### config.mk
export PLATFORM = sky130hd
export DESIGN_NAME = option_byte_clock_reset_config
export DESIGN_NICKNAME = d
export VERILOG_FILES = /design/src/option_byte_clock_reset_config.v
export VERILOG_INCLUDE_DIRS = /design/src
export SDC_FILE = /design/constraint.sdc
export NUM_CORES = 1
export LEC_CHECK = 0
export BUFFER_PORTS_ARGS = -buffer_cell sky130_fd_sc_hd__buf_2
export CAP_MARGIN = 20
export CORE_MARGIN = 2
export CORE_UTILIZATION = 49
export DETAILED_ROUTE_END_ITERATION = 8
export GPL_TIMING_DRIVEN = 0
export PLACE_DENSITY = 0.81
export RECOVER_POWER = 100
export SYNTH_ARGS = -nofsm -noshare
export SYNTH_HDL_FRONTEND = slang
export SYNTH_SLANG_ARGS = --single-unit
### constraint.sdc
create_clock -name clock -period 2 [get_ports clock]
set_input_delay 0.2 -clock clock [delete_from_list [all_inputs] [get_ports clock]]
set_output_delay 0.2 -clock clock [all_outputs]
set_load 0.05 [all_outputs]
### src/opt_cfg_map.vh
// Field positions, codes, reset values and timing counts of the option byte decoder.
// Included by the decoder; definitions only.
`ifndef OPT_CFG_MAP_VH
`define OPT_CFG_MAP_VH

`define OPT_BYTE_ERASED 8'hFF
`define OPT_PKG_HIGH_BIT 7
`define OPT_RST_DELAY_BIT 6
`define OPT_SRC_HI 5
`define OPT_SRC_LO 4
`define OPT_BAND_HI 3
`define OPT_BAND_LO 1
`define OPT_PLL_OFF_BIT 0

`define SRC_RESONATOR 2'h0
`define SRC_EXT_RC 2'h1
`define SRC_INT_RC 2'h2
`define SRC_EXT_CLOCK 2'h3

`define BAND_LOWEST 3'h0
`define BAND_LOW_MID 3'h1
`define BAND_HIGH_MID 3'h2
`define BAND_HIGHEST 3'h3

`define PKG_QFP44 2'h0

`define RST_DELAY_LONG 13'h1000
`define RST_DELAY_SHORT 13'h0100

`define PORT_PADS 8

`endif

### src/option_byte_clock_reset_config.v
// Decodes the second option byte into clock, reset delay and package settings.
// Option byte comes from the programming-mode storage, or reads as erased (8'hFF) while option_valid is low; inputs synchronous to clock.
`timescale 1ns/1ps
`include "opt_cfg_map.vh"

module option_byte_clock_reset_config #(
  parameter PADS = `PORT_PADS
) (
  input wire clock,
  input wire rst_n,
  input wire [7:0] option_byte,
  input wire option_valid,
  input wire package_select_low,
  input wire clock_supervision,
  input wire main_osc_ready,
  input wire halt_exit,
  output reg [1:0] clock_source_type,
  output reg [2:0] oscillator_freq_band,
  output reg resonator_drive_en,
  output reg pll_enable,
  output reg pll_config_bad,
  output reg reset_delay_select,
  output reg [1:0] package_code,
  output reg [PADS-1:0] unbonded_pullup,
  output reg cpu_reset_active,
  output reg delay_done
);

////////////////////////////////////////////////////////////////////////////////
// Latched option byte

reg captured_r;
reg [7:0] opt_r;
reg pkg_low_r;
wire [7:0] opt_src;

assign opt_src = option_valid ? option_byte : `OPT_BYTE_ERASED;

localparam ST_CAPTURE = 3'b001;
localparam ST_COUNT = 3'b010;
localparam ST_RUN = 3'b100;

reg [2:0] state_r;
reg [2:0] state_nxt;
reg [12:0] count_r;
reg [12:0] count_nxt;
wire [12:0] delay_len;
wire count_tick;

assign delay_len = opt_r[`OPT_RST_DELAY_BIT] ? `RST_DELAY_SHORT : `RST_DELAY_LONG;
assign count_tick = clock_supervision | main_osc_ready;

always @(posedge clock or negedge rst_n) begin
  if (!rst_n) begin
    captured_r <= 1'b0;
    opt_r <= `OPT_BYTE_ERASED;
    pkg_low_r <= 1'b1;
  end else if (!captured_r) begin
    captured_r <= 1'b1;
    opt_r <= opt_src;
    pkg_low_r <= package_select_low;
  end
end

////////////////////////////////////////////////////////////////////////////////
// Reset and halt-exit delay sequencer

always @* begin
  state_nxt = state_r;
  count_nxt = count_r;
  case (state_r)
    ST_CAPTURE: begin
      if (captured_r) begin
        state_nxt = ST_COUNT;
        count_nxt = delay_len;
      end
    end
    ST_COUNT: begin
      if (count_tick) begin
        if (count_r == 13'h0001) begin
          state_nxt = ST_RUN;
        end
        count_nxt = count_r - 13'h0001;
      end
    end
    ST_RUN: begin
      if (halt_exit) begin
        state_nxt = ST_COUNT;
        count_nxt = delay_len;
      end
    end
    default: begin
      state_nxt = ST_CAPTURE;
      count_nxt = 13'h0000;
    end
  endcase
end

always @(posedge clock or negedge rst_n) begin
  if (!rst_n) begin
    state_r <= ST_CAPTURE;
    count_r <= 13'h0000;
  end else begin
    state_r <= state_nxt;
    count_r <= count_nxt;
  end
end

////////////////////////////////////////////////////////////////////////////////
// Option field decode

reg [1:0] source_nxt;
reg [2:0] band_nxt;
reg drive_nxt;
reg pll_on_nxt;
reg pll_bad_nxt;
reg delay_sel_nxt;
reg [1:0] package_nxt;
reg reset_active_nxt;
reg done_nxt;

always @* begin
  source_nxt = opt_r[`OPT_SRC_HI:`OPT_SRC_LO];
  band_nxt = opt_r[`OPT_BAND_HI:`OPT_BAND_LO];
  drive_nxt = 1'b0;
  case (source_nxt)
    `SRC_RESONATOR: begin
      drive_nxt = 1'b1;
    end
    `SRC_EXT_RC: begin
      drive_nxt = 1'b0;
    end
    `SRC_INT_RC: begin
      drive_nxt = 1'b0;
    end
    `SRC_EXT_CLOCK: begin
      drive_nxt = 1'b0;
    end
    default: begin
      drive_nxt = 1'b0;
    end
  endcase
  pll_on_nxt = ~opt_r[`OPT_PLL_OFF_BIT];
  pll_bad_nxt = 1'b0;
  if (pll_on_nxt) begin
    if (source_nxt == `SRC_INT_RC) begin
      pll_bad_nxt = 1'b1;
    end
    if (band_nxt != `BAND_LOW_MID) begin
      pll_bad_nxt = 1'b1;
    end
  end
  delay_sel_nxt = opt_r[`OPT_RST_DELAY_BIT];
  package_nxt = {opt_r[`OPT_PKG_HIGH_BIT], pkg_low_r};
  reset_active_nxt = (state_nxt != ST_RUN);
  done_nxt = (state_r == ST_COUNT) && (state_nxt == ST_RUN);
end

////////////////////////////////////////////////////////////////////////////////
// Clock configuration outputs, held stable after capture

always @(posedge clock or negedge rst_n) begin
  if (!rst_n) begin
    clock_source_type <= `SRC_EXT_CLOCK;
    oscillator_freq_band <= 3'h7;
    resonator_drive_en <= 1'b0;
    pll_enable <= 1'b0;
    pll_config_bad <= 1'b0;
    reset_delay_select <= 1'b1;
  end else begin
    clock_source_type <= source_nxt;
    oscillator_freq_band <= band_nxt;
    resonator_drive_en <= drive_nxt;
    pll_enable <= pll_on_nxt;
    pll_config_bad <= pll_bad_nxt;
    reset_delay_select <= delay_sel_nxt;
  end
end

////////////////////////////////////////////////////////////////////////////////
// Package code

always @(posedge clock or negedge rst_n) begin
  if (!rst_n) begin
    package_code <= 2'h3;
  end else begin
    package_code <= package_nxt;
  end
end

////////////////////////////////////////////////////////////////////////////////
// Unbonded pads held as pulled-up inputs

always @(posedge clock or negedge rst_n) begin
  if (!rst_n) begin
    unbonded_pullup <= {PADS{1'b1}};
  end else begin
    unbonded_pullup <= {PADS{1'b1}};
  end
end

////////////////////////////////////////////////////////////////////////////////
// Reset phase status outputs

always @(posedge clock or negedge rst_n) begin
  if (!rst_n) begin
    cpu_reset_active <= 1'b1;
    delay_done <= 1'b0;
  end else begin
    cpu_reset_active <= reset_active_nxt;
    delay_done <= done_nxt;
  end
end

endmodule

# Word-level counts from Yosys, hierarchy flattened
# Cells that the tools add are included.
# word_totals
inputBits	15
reg_bits	39
wordCells	49
# op_classes
bitwise_logic	2
reduce_logical	4
addsub	1
mux	15
eq_ne	13
# ops
cell	n
13-bit two-way mux	4
13-bit case mux with 3 select lines	1
13-bit by 1-bit equality test with 1-bit output, second input constant	1
13-bit by 1-bit subtractor with 13-bit output, second input constant	1
3-bit two-way mux	4
3-bit case mux with 3 select lines	1
8-bit two-way mux	1
3-bit equality test, second input constant	2
2-bit != test, second input constant	3
2-bit equality test, second input constant	2
3-bit by 1-bit equality test with 1-bit output, second input constant	1
3-bit by 2-bit equality test with 1-bit output, second input constant	1
1-bit two-way mux	3
3-bit by 1-bit != test with 1-bit output, second input constant	1
3-bit != test, second input constant	1
3-bit AND reduction	1
3-bit OR reduction	1
2-bit by 1-bit equality test with 1-bit output, second input constant	1
2-bit zero test	1
1-bit case mux with 2 select lines	1
1-bit logical AND	1
1-bit NOT	1
1-bit OR	1

# Logic depth before layout (Yosys ltp)
# Gate-level depths: netlist (run 1).
# depth
word_depth	6
mapped_depth	8
ltp_nobuf	6

# Worst setup path after synthesis (run 1)
# No wires, ideal clock.
# synth_timing
kind	register to register
start	register state_r[0]
end	register count_r[5]
slack_ns	0.015
synth_period_minus_slack_ns	1.985
arrival_time_ns	1.919
path_stages_with_launch	7
setup_ns	0.066
cell_sequence	dfstp_2 > buf_6 > or4b_4 > and3_4 > buf_6 > or4_1 > nand2_1
# synth_between
elab_chain_cells	3
# synth_lines
element	line	rtl
start, declared	option_byte_clock_reset_config.v:43	reg [2:0] state_r;
start signal, assigned	option_byte_clock_reset_config.v:104	state_r <= state_nxt;
3-bit by 2-bit equality test with 1-bit output, or another cell as far along	option_byte_clock_reset_config.v:71	case (state_r)
2-bit != test (no line)	-	
3-bit AND reduction (no line)	-	
end signal, assigned	option_byte_clock_reset_config.v:105	count_r <= count_nxt;
end, declared	option_byte_clock_reset_config.v:45	reg [12:0] count_r;
# Parallel ways exist; a longest one is shown, timed or not.
# A chain may end at the register's enable or synchronous reset.

# Worst setup path after layout (run 1)
# Same ends and word-level chain as after synthesis.

==> results.ini, run 1 <==
[status]
status=finished clean

[global_routing]
grt-ovfl-total=0
vias_in_the_first_global_route=1320
wire_length_of_the_first_global_routing_pass_mm=5.91
antenna_violations_before_repair=0
grtUsageTotal_pct=18.6
grt_max_degree=40

[floorplan]
ios=36
initial_core_util_pct=50.3
core.rowCount=22
floorplan.die_area_mm2=0.00423
design.core.area_mm2=0.00363
floorplan.die.height_um=65.1
die_w_um=65.1

[critical_path]
criticalPathCategory=reg -> reg
number_of_cell_instances_on_the_worst_register_to_register_path=5
arrival_ns=2.16
timing.critical_path.to_type=flop
worst_ep_required_ns=2.23
path_cells=buf_6, or4b_4, and3_4, or4_4, nand2_2
critical_path_cell_count=5
worst-path-buf-inv=1
critPathSlowestCell=dfstp_2
critPathTopFamily=simple AND/OR/NAND/NOR gates
critPathLaunchType=flop
worstPathMaxFanout=5
critical_path.max_stage_delay_ns=0.54

[timing]
slew_headroom_pct=44.8
tightestPinTransition_ns=0.828
finClkSkew_ns=0.00424
timing.hold.ws_ns=0.00115
timing.final.crit_period_ns=1.93
hold_viol_final=0
timing.final.crit_share_pct=96.3
timing.final.max_slew_violations=0
max_freq_mhz=519
setup_violations=0

[pwr]
p_int_uw=1740
power_density_mw_per_mm2=1270
clkPwrFrac_pct=18.3
p_leak_uw=0.00105
irDropWorstVdd_mv=0.515
power_switching_share_pct=38.5
part_of_the_total_power_dissipated_in_sequential_elements_pct=38.0
power_frac_comb_pct=43.6
p_sw_uw=1090

[route]
detail_route.drc_violations=0
detailroute.via_count=1391
drt-vias-per-instance=5.19
routed_wl_mm=3.62
drt_pass1_iterations=5
drtAntennaViolNets=0
detail_route.wl_per_cell_um=13.5
drt_iter0_markers=70

[cts]
root_driver=clkbuf_8
cts_buffers=5
cts-htree-levels=2
tritoncts=built
largest_buffer_count_on_any_clock_path=2
clk_latency_ns=0.29
cts.reportedPaths.clkPinSlew_ns=0.07
hold_buffers=0
cts_sinks=39

[logic_synthesis]
syn_inst=171
synth_area_per_cell_um2=10.7
syn-cell-area_mm2=0.00183
post_synth_main_area_contributors=dfrtp_1 (27%), dfstp_2 (27%), a21oi_1 (4.7%)
synth-edff-count=0
most_instantiated_flip_flop_cell_in_the_synthesis_netlist=dfrtp_1
yosys_register_bits=39
yosysWarningCount=0
synth.yosys.seq_area_share_pct=54.7
synthDominantCellAreaShare_pct=27.4
netlist.top_cell.by_area=dfrtp_1
synth.lib_cells_used.distinct=44
ys_async_sr_fraction_pct=100

[final_layout]
net_count_final=236
post_route_cells_drive_above_1_share_pct=39.5
n_antenna_cell=0
final_common_cell=buf_2
layoutNonFillerInstCount=268
final_cell_mix=buf_2 (27), dfrtp_1 (19), buf_4 (17), a21oi_1 (17), dfstp_2 (17)
layout-area-overhead-vs-synth_pct=21.7

[place]
port_buffers=27
post-place-cells=254
post_dp_hpwl_mm=2.43
rd_place_congestion=0.887

[run]
timing.max_cap.violations=0

[min_path]
min-delay-path-class=in -> async

-- worst paths after layout --
| path | slack (ns) | end | startpoint |
|---|---|---|---|
| min in group clock | 0.05 | opt_r[6] | option_valid |
| hold / removal | 0.001 | count_r[4] | rst_n |
| hold reg to reg | 0.37 | package_code[0] | pkg_low_r |
| setup reg to reg | 0.07 | count_r[5] | state_r[0] |
| setup / recovery | 0.07 | count_r[5] | state_r[0] |
| max in group asynchronous | 1.44 | count_r[0] | rst_n |
-- metrics by stage --
step	util (%)	TNS, ns	worst slack (ns)	instance area, um2	power [uW]
after floorplan	-	0	0.0149	1860	1910
after global placement	56.5	-0.0596	-0.0361	2050	2100
after detailed placement	56.5	-0.260	-0.0616	2050	2150
after CTS	59.3	0	0.00189	2150	2710
after global routing	61.2	-0.00314	-0.00314	2220	3010
final	61.2	0	0.0748	2220	2830
-- state kept, by name, indices dropped and copies added (netlist names), 2 cells and up --
| name | count |
|---|---|
| package_code | 2 |
| clock_source_type | 2 |
| opt_r | 8 |
| state_r | 3 |
| count_r | 13 |
| oscillator_freq_band | 3 |
-- synthesized netlist by cell type (all sizes together), types with 2 or more instances --
cell,n
a21oi,17
or4,5
nor3,4
dfrtp,20
o211ai,2
buf,16
nand2,6
ha,2
nor2,14
o41ai,2
nor4,4
o21ai,9
or3,6
or2,2
o31ai,3
nand3,4
nand2b,2
a21o,2
inv,12
or4b,4
dfstp,19
-- power groups by stage --
| stage | Clock (uW) | Combinational [uW] | Sequential, uW |
|---|---|---|---|
| floorplan | 0 | 781 | 1130 |
| global placement | 0 | 1020 | 1080 |
| detailed placement | 0 | 1050 | 1090 |
| CTS | 531 | 1100 | 1080 |
| global route | 572 | 1350 | 1100 |
| finish | 518 | 1230 | 1080 |
-- layout make-up --
| type | count | area (um2) |
|---|---|---|
| Fill cell | 312 | 1410 |
| Sequential cell | 39 | 1000 |
| Clock buffer | 6 | 72.6 |
| Multi-Input combinational cell | 111 | 709 |
| Clock inverter | 2 | 12.5 |
| Tap cell | 48 | 60.1 |
| Buffer | 15 | 128 |
| Inverter | 12 | 45.0 |
| Timing Repair Buffer | 35 | 195 |
-- what timing repair did --
action                     in CTS  in global routing
resized for setup               3                  6
setup endpoints to repair       8                  9
gates cloned                    0                  0
pin swaps                       2                  1
setup buffers                   1                  7
-- layer usage --
layer	vias to the layer above	GRT usage (%)	wire, um
li1	684	-	-
met2	42	29.4	1880
met4	0	10.9	66
met5	-	0	0
met1	660	23.5	1490
met3	5	3.82	185
-- cells by family (layout without fill, tap and decap cells) --
| logic type | Yosys count | after routing | share of synthesized area, % |
|---|---|---|---|
| DFF | 39 | 39 | 54.7 |
| AOI/OAI and AO/OA | 41 | 41 | 13.9 |
| muxes | 2 | 2 | 1.16 |
| buffers and inverters | 29 | 70 | 9.93 |
| other | 1 | 9 | 0.205 |
| and+or+nand+nor | 56 | 56 | 18.2 |
| adders and majority gates | 2 | 2 | 1.37 |
| xor gates and xnor gates | 1 | 1 | 0.480 |
Note: power is estimated with default switching activity, not from simulation.
==> run 2, diff against run 1 <==
--- a/config.mk
+++ b/config.mk
@@ -9,10 +9,10 @@
 export BUFFER_PORTS_ARGS = -buffer_cell sky130_fd_sc_hd__buf_2
 export CAP_MARGIN = 20
 export CORE_MARGIN = 2
-export CORE_UTILIZATION = 49
+export CORE_UTILIZATION = 58
 export DETAILED_ROUTE_END_ITERATION = 8
 export GPL_TIMING_DRIVEN = 0
-export PLACE_DENSITY = 0.81
+export PLACE_DENSITY_LB_ADDON = 0.1
 export RECOVER_POWER = 100
 export SYNTH_ARGS = -nofsm -noshare
 export SYNTH_HDL_FRONTEND = slang
==> constraint.sdc (replaced) <==
create_clock -name clock -period 2.35 [get_ports clock]
set_input_delay 0.235 -clock clock [delete_from_list [all_inputs] [get_ports clock]]
set_output_delay 0.235 -clock clock [all_outputs]
set_load 0.05 [all_outputs]
==> results.ini, run 2 (synthesis gave the netlist of run 1 again) <==
[status]
status=finished clean

[final_layout]
final_common_cell=dfrtp_1
regMostFlops=count_r
num-fill-cells=240  ; -23%
post_route_cells_drive_above_1_share_pct=25.5  ; -14 points
multi_input_comb_area_um2=667  ; -6.0%
net_count_final=232  ; -1.7%
largest_register_ffs=13  ; unchanged
final_cell_mix=dfrtp_1 (20), a21oi_1 (17), clkbuf_1 (17)
n_antenna_cell=0  ; unchanged
area.sequential_um2=1000  ; -0.12%
layout-area-overhead-vs-synth_pct=14.7
largest_registers=count_r (13), opt_r (8)

[route]
detail_route.drc_violations=0  ; unchanged
drtAntennaViolNets=0  ; unchanged
detail_route.wl_per_cell_um=12.6  ; -6.6%
drt_iter0_markers=54  ; -23%
routed_wl_mm=3.28  ; -9.4%
detailroute.via_count=1339  ; -3.7%
drt_pass1_iterations=4  ; -1
drt-vias-per-instance=5.15  ; -0.78%

[place]
rd_place_congestion=0.844  ; -4.9%
port_buffers=27  ; unchanged
post_dp_hpwl_mm=2.30  ; -5.4%

[critical_path]
critical_r2r_capture=count_r[7]
arrival_ns=2.41  ; +0.25 ns
crit-reg2reg-launch=state_r[0]
critPathLaunchType=flop
worst_ep_required_ns=2.62  ; +0.39 ns
critPathSlowestCell=dfstp_1
worst-path-buf-inv=3  ; +2
timing.critical_path.to_type=flop
path_cells=buf_6, or4b_1, o211ai_2, buf_2, buf_6, o21ai_0, a21oi_1
worstPathMaxFanout=10  ; +5
number_of_cell_instances_on_the_worst_register_to_register_path=7  ; +2
rrSetupSlack_ns=0.21  ; +0.13 ns
criticalPathCategory=reg -> reg
critPathMostFrequentCell=buf_6
critPathTopFamily=buffers and inverters
critical_path.max_stage_delay_ns=0.55  ; about the same

[timing]
finClkSkew_ns=0.00625  ; +0.00200 ns
timing.final.crit_period_ns=2.14  ; +0.215 ns
timing.final.max_slew_violations=0  ; unchanged
slew_headroom_pct=38.9  ; -5.9 points
timing.hold.ws_ns=0.103  ; +0.102 ns
tightestPinTransition_ns=0.916  ; +0.0880 ns
fin_setup_tns_ns=0  ; unchanged
hold_viol_final=0  ; unchanged
rsz0062_at_grt=false
timing.final.crit_share_pct=91.1  ; -5.2 points
setup_violations=0  ; unchanged
max_freq_mhz=467  ; -10%

[cts]
hold_buffers=1  ; +1
largest_buffer_count_on_any_clock_path=2  ; unchanged
postCtsSetupBuffers=0  ; -1
cts-htree-levels=2  ; unchanged
tritoncts=built
cts.repair.resized=0  ; -3
cts_buffers=5  ; unchanged
clk_latency_ns=0.35  ; +0.06 ns
cts.reportedPaths.clkPinSlew_ns=0.11  ; +0.04 ns
cts_sinks=39  ; unchanged
root_driver=clkbuf_4

[min_path]
holdPathStages=3
min-delay-path-class=in -> reg
hp-start=option_byte[3]
hold_path_end=opt_r[3]

[pwr]
power_density_mw_per_mm2=1010  ; -20%
p_leak_uw=0.000960  ; -8.2%
power_frac_comb_pct=41.5  ; -2.1 points
p_sw_uw=836  ; -23%
clkPwrFrac_pct=15.5  ; -2.8 points
irDropWorstVdd_mv=0.561  ; +8.8%
p_int_uw=1280  ; -26%
part_of_the_total_power_dissipated_in_sequential_elements_pct=43.0  ; +5.0 points
power_switching_share_pct=39.4  ; +0.96 points

[floorplan]
initial_core_util_pct=60.3  ; +10 points
floorplan.die_area_mm2=0.00361  ; -15%
floorplan.die.height_um=60.1  ; -7.6%
core.rowCount=20  ; -9.1%
die_w_um=60.1  ; -7.6%
ios=36  ; unchanged
design.core.area_mm2=0.00303  ; -17%

[global_routing]
grtUsageTotal_pct=20.2  ; +1.7 points
vias_in_the_first_global_route=1213  ; -8.1%
antenna_violations_before_repair=0  ; unchanged
grt_max_degree=40  ; unchanged
wire_length_of_the_first_global_routing_pass_mm=5.35  ; -9.5%
grt-ovfl-total=0  ; unchanged

[run]
timing.max_cap.violations=0  ; unchanged

run 2: cell count changes in the layout (fill, tap and decap cells not counted), moves of 5 or more:
cell      previous run  this run
buf_2               27        13
buf_4               17         9
clkbuf_1             1        17
clkbuf_8             5         0
clkbuf_4             0         5
run 2: worst max-delay path by stage:
| stage | slack, ns | depth (start not counted) | start | endpoint |
|---|---|---|---|---|
| global placement | 0.32 | 6 | state_r[0] | count_r[5] |
| global route | 0.09 | 7 | state_r[0] | count_r[7] |
| detailed placement | 0.29 | 7 | state_r[0] | count_r[7] |
| finish | 0.21 | 7 | state_r[0] | count_r[7] |
| CTS | 0.26 | 7 | state_r[0] | count_r[7] |
| floorplan | 0.36 | 6 | state_r[0] | count_r[5] |
run 2: layout make-up:
type | instances | share of cell area [%]
plain buffers | 17 | 6.51
inverters | 12 | 2.15
clock buffers | 6 | 1.97
clock inverters | 2 | 0.597
repair buffers | 29 | 6.57
multi-input cells | 111 | 31.8
well taps | 44 | 2.63
flip-flops and latches | 39 | 47.7
run 2: power by group through the flow:
stage | registers, uW | clock network (uW) | logic (uW)
finish | 911 | 329 | 880
global placement | 919 | 0 | 867
global route | 929 | 384 | 984
floorplan | 958 | 0 | 665
detailed placement | 926 | 0 | 887
CTS | 915 | 350 | 893
run 2: per-stage QoR:
| stage | total power, uW | util (%) | setup slack, ns | cell area (um2) | std cells |
|---|---|---|---|---|---|
| 2_1_floorplan | 1620 | - | 0.365 | 1860 | 179 |
| 3_3_place_gp | 1790 | 67.6 | 0.322 | 2050 | 250 |
| 3_5_place_dp | 1810 | 67.6 | 0.292 | 2050 | 250 |
| 4_1_cts | 2160 | 69.7 | 0.257 | 2110 | 259 |
| 5_1_grt | 2300 | 69.2 | 0.0872 | 2090 | 260 |
| 6_report | 2120 | 69.2 | 0.209 | 2090 | 260 |
run 2: tightest hold or removal path, stage by stage:
cell     delay (ns)
buf_2          0.09
nor2_1         0.09
a21oi_1        0.04
run 2: per-layer routing:
| layer | routed length (um) | global-route usage (%) | up-vias |
|---|---|---|---|
| li1 | - | - | 674 |
| met1 | 1420 | 26.8 | 616 |
| met2 | 1570 | 29.7 | 44 |
| met3 | 240 | 8.01 | 5 |
| met4 | 48 | 7.94 | 0 |
| met5 | 0 | 0 | - |
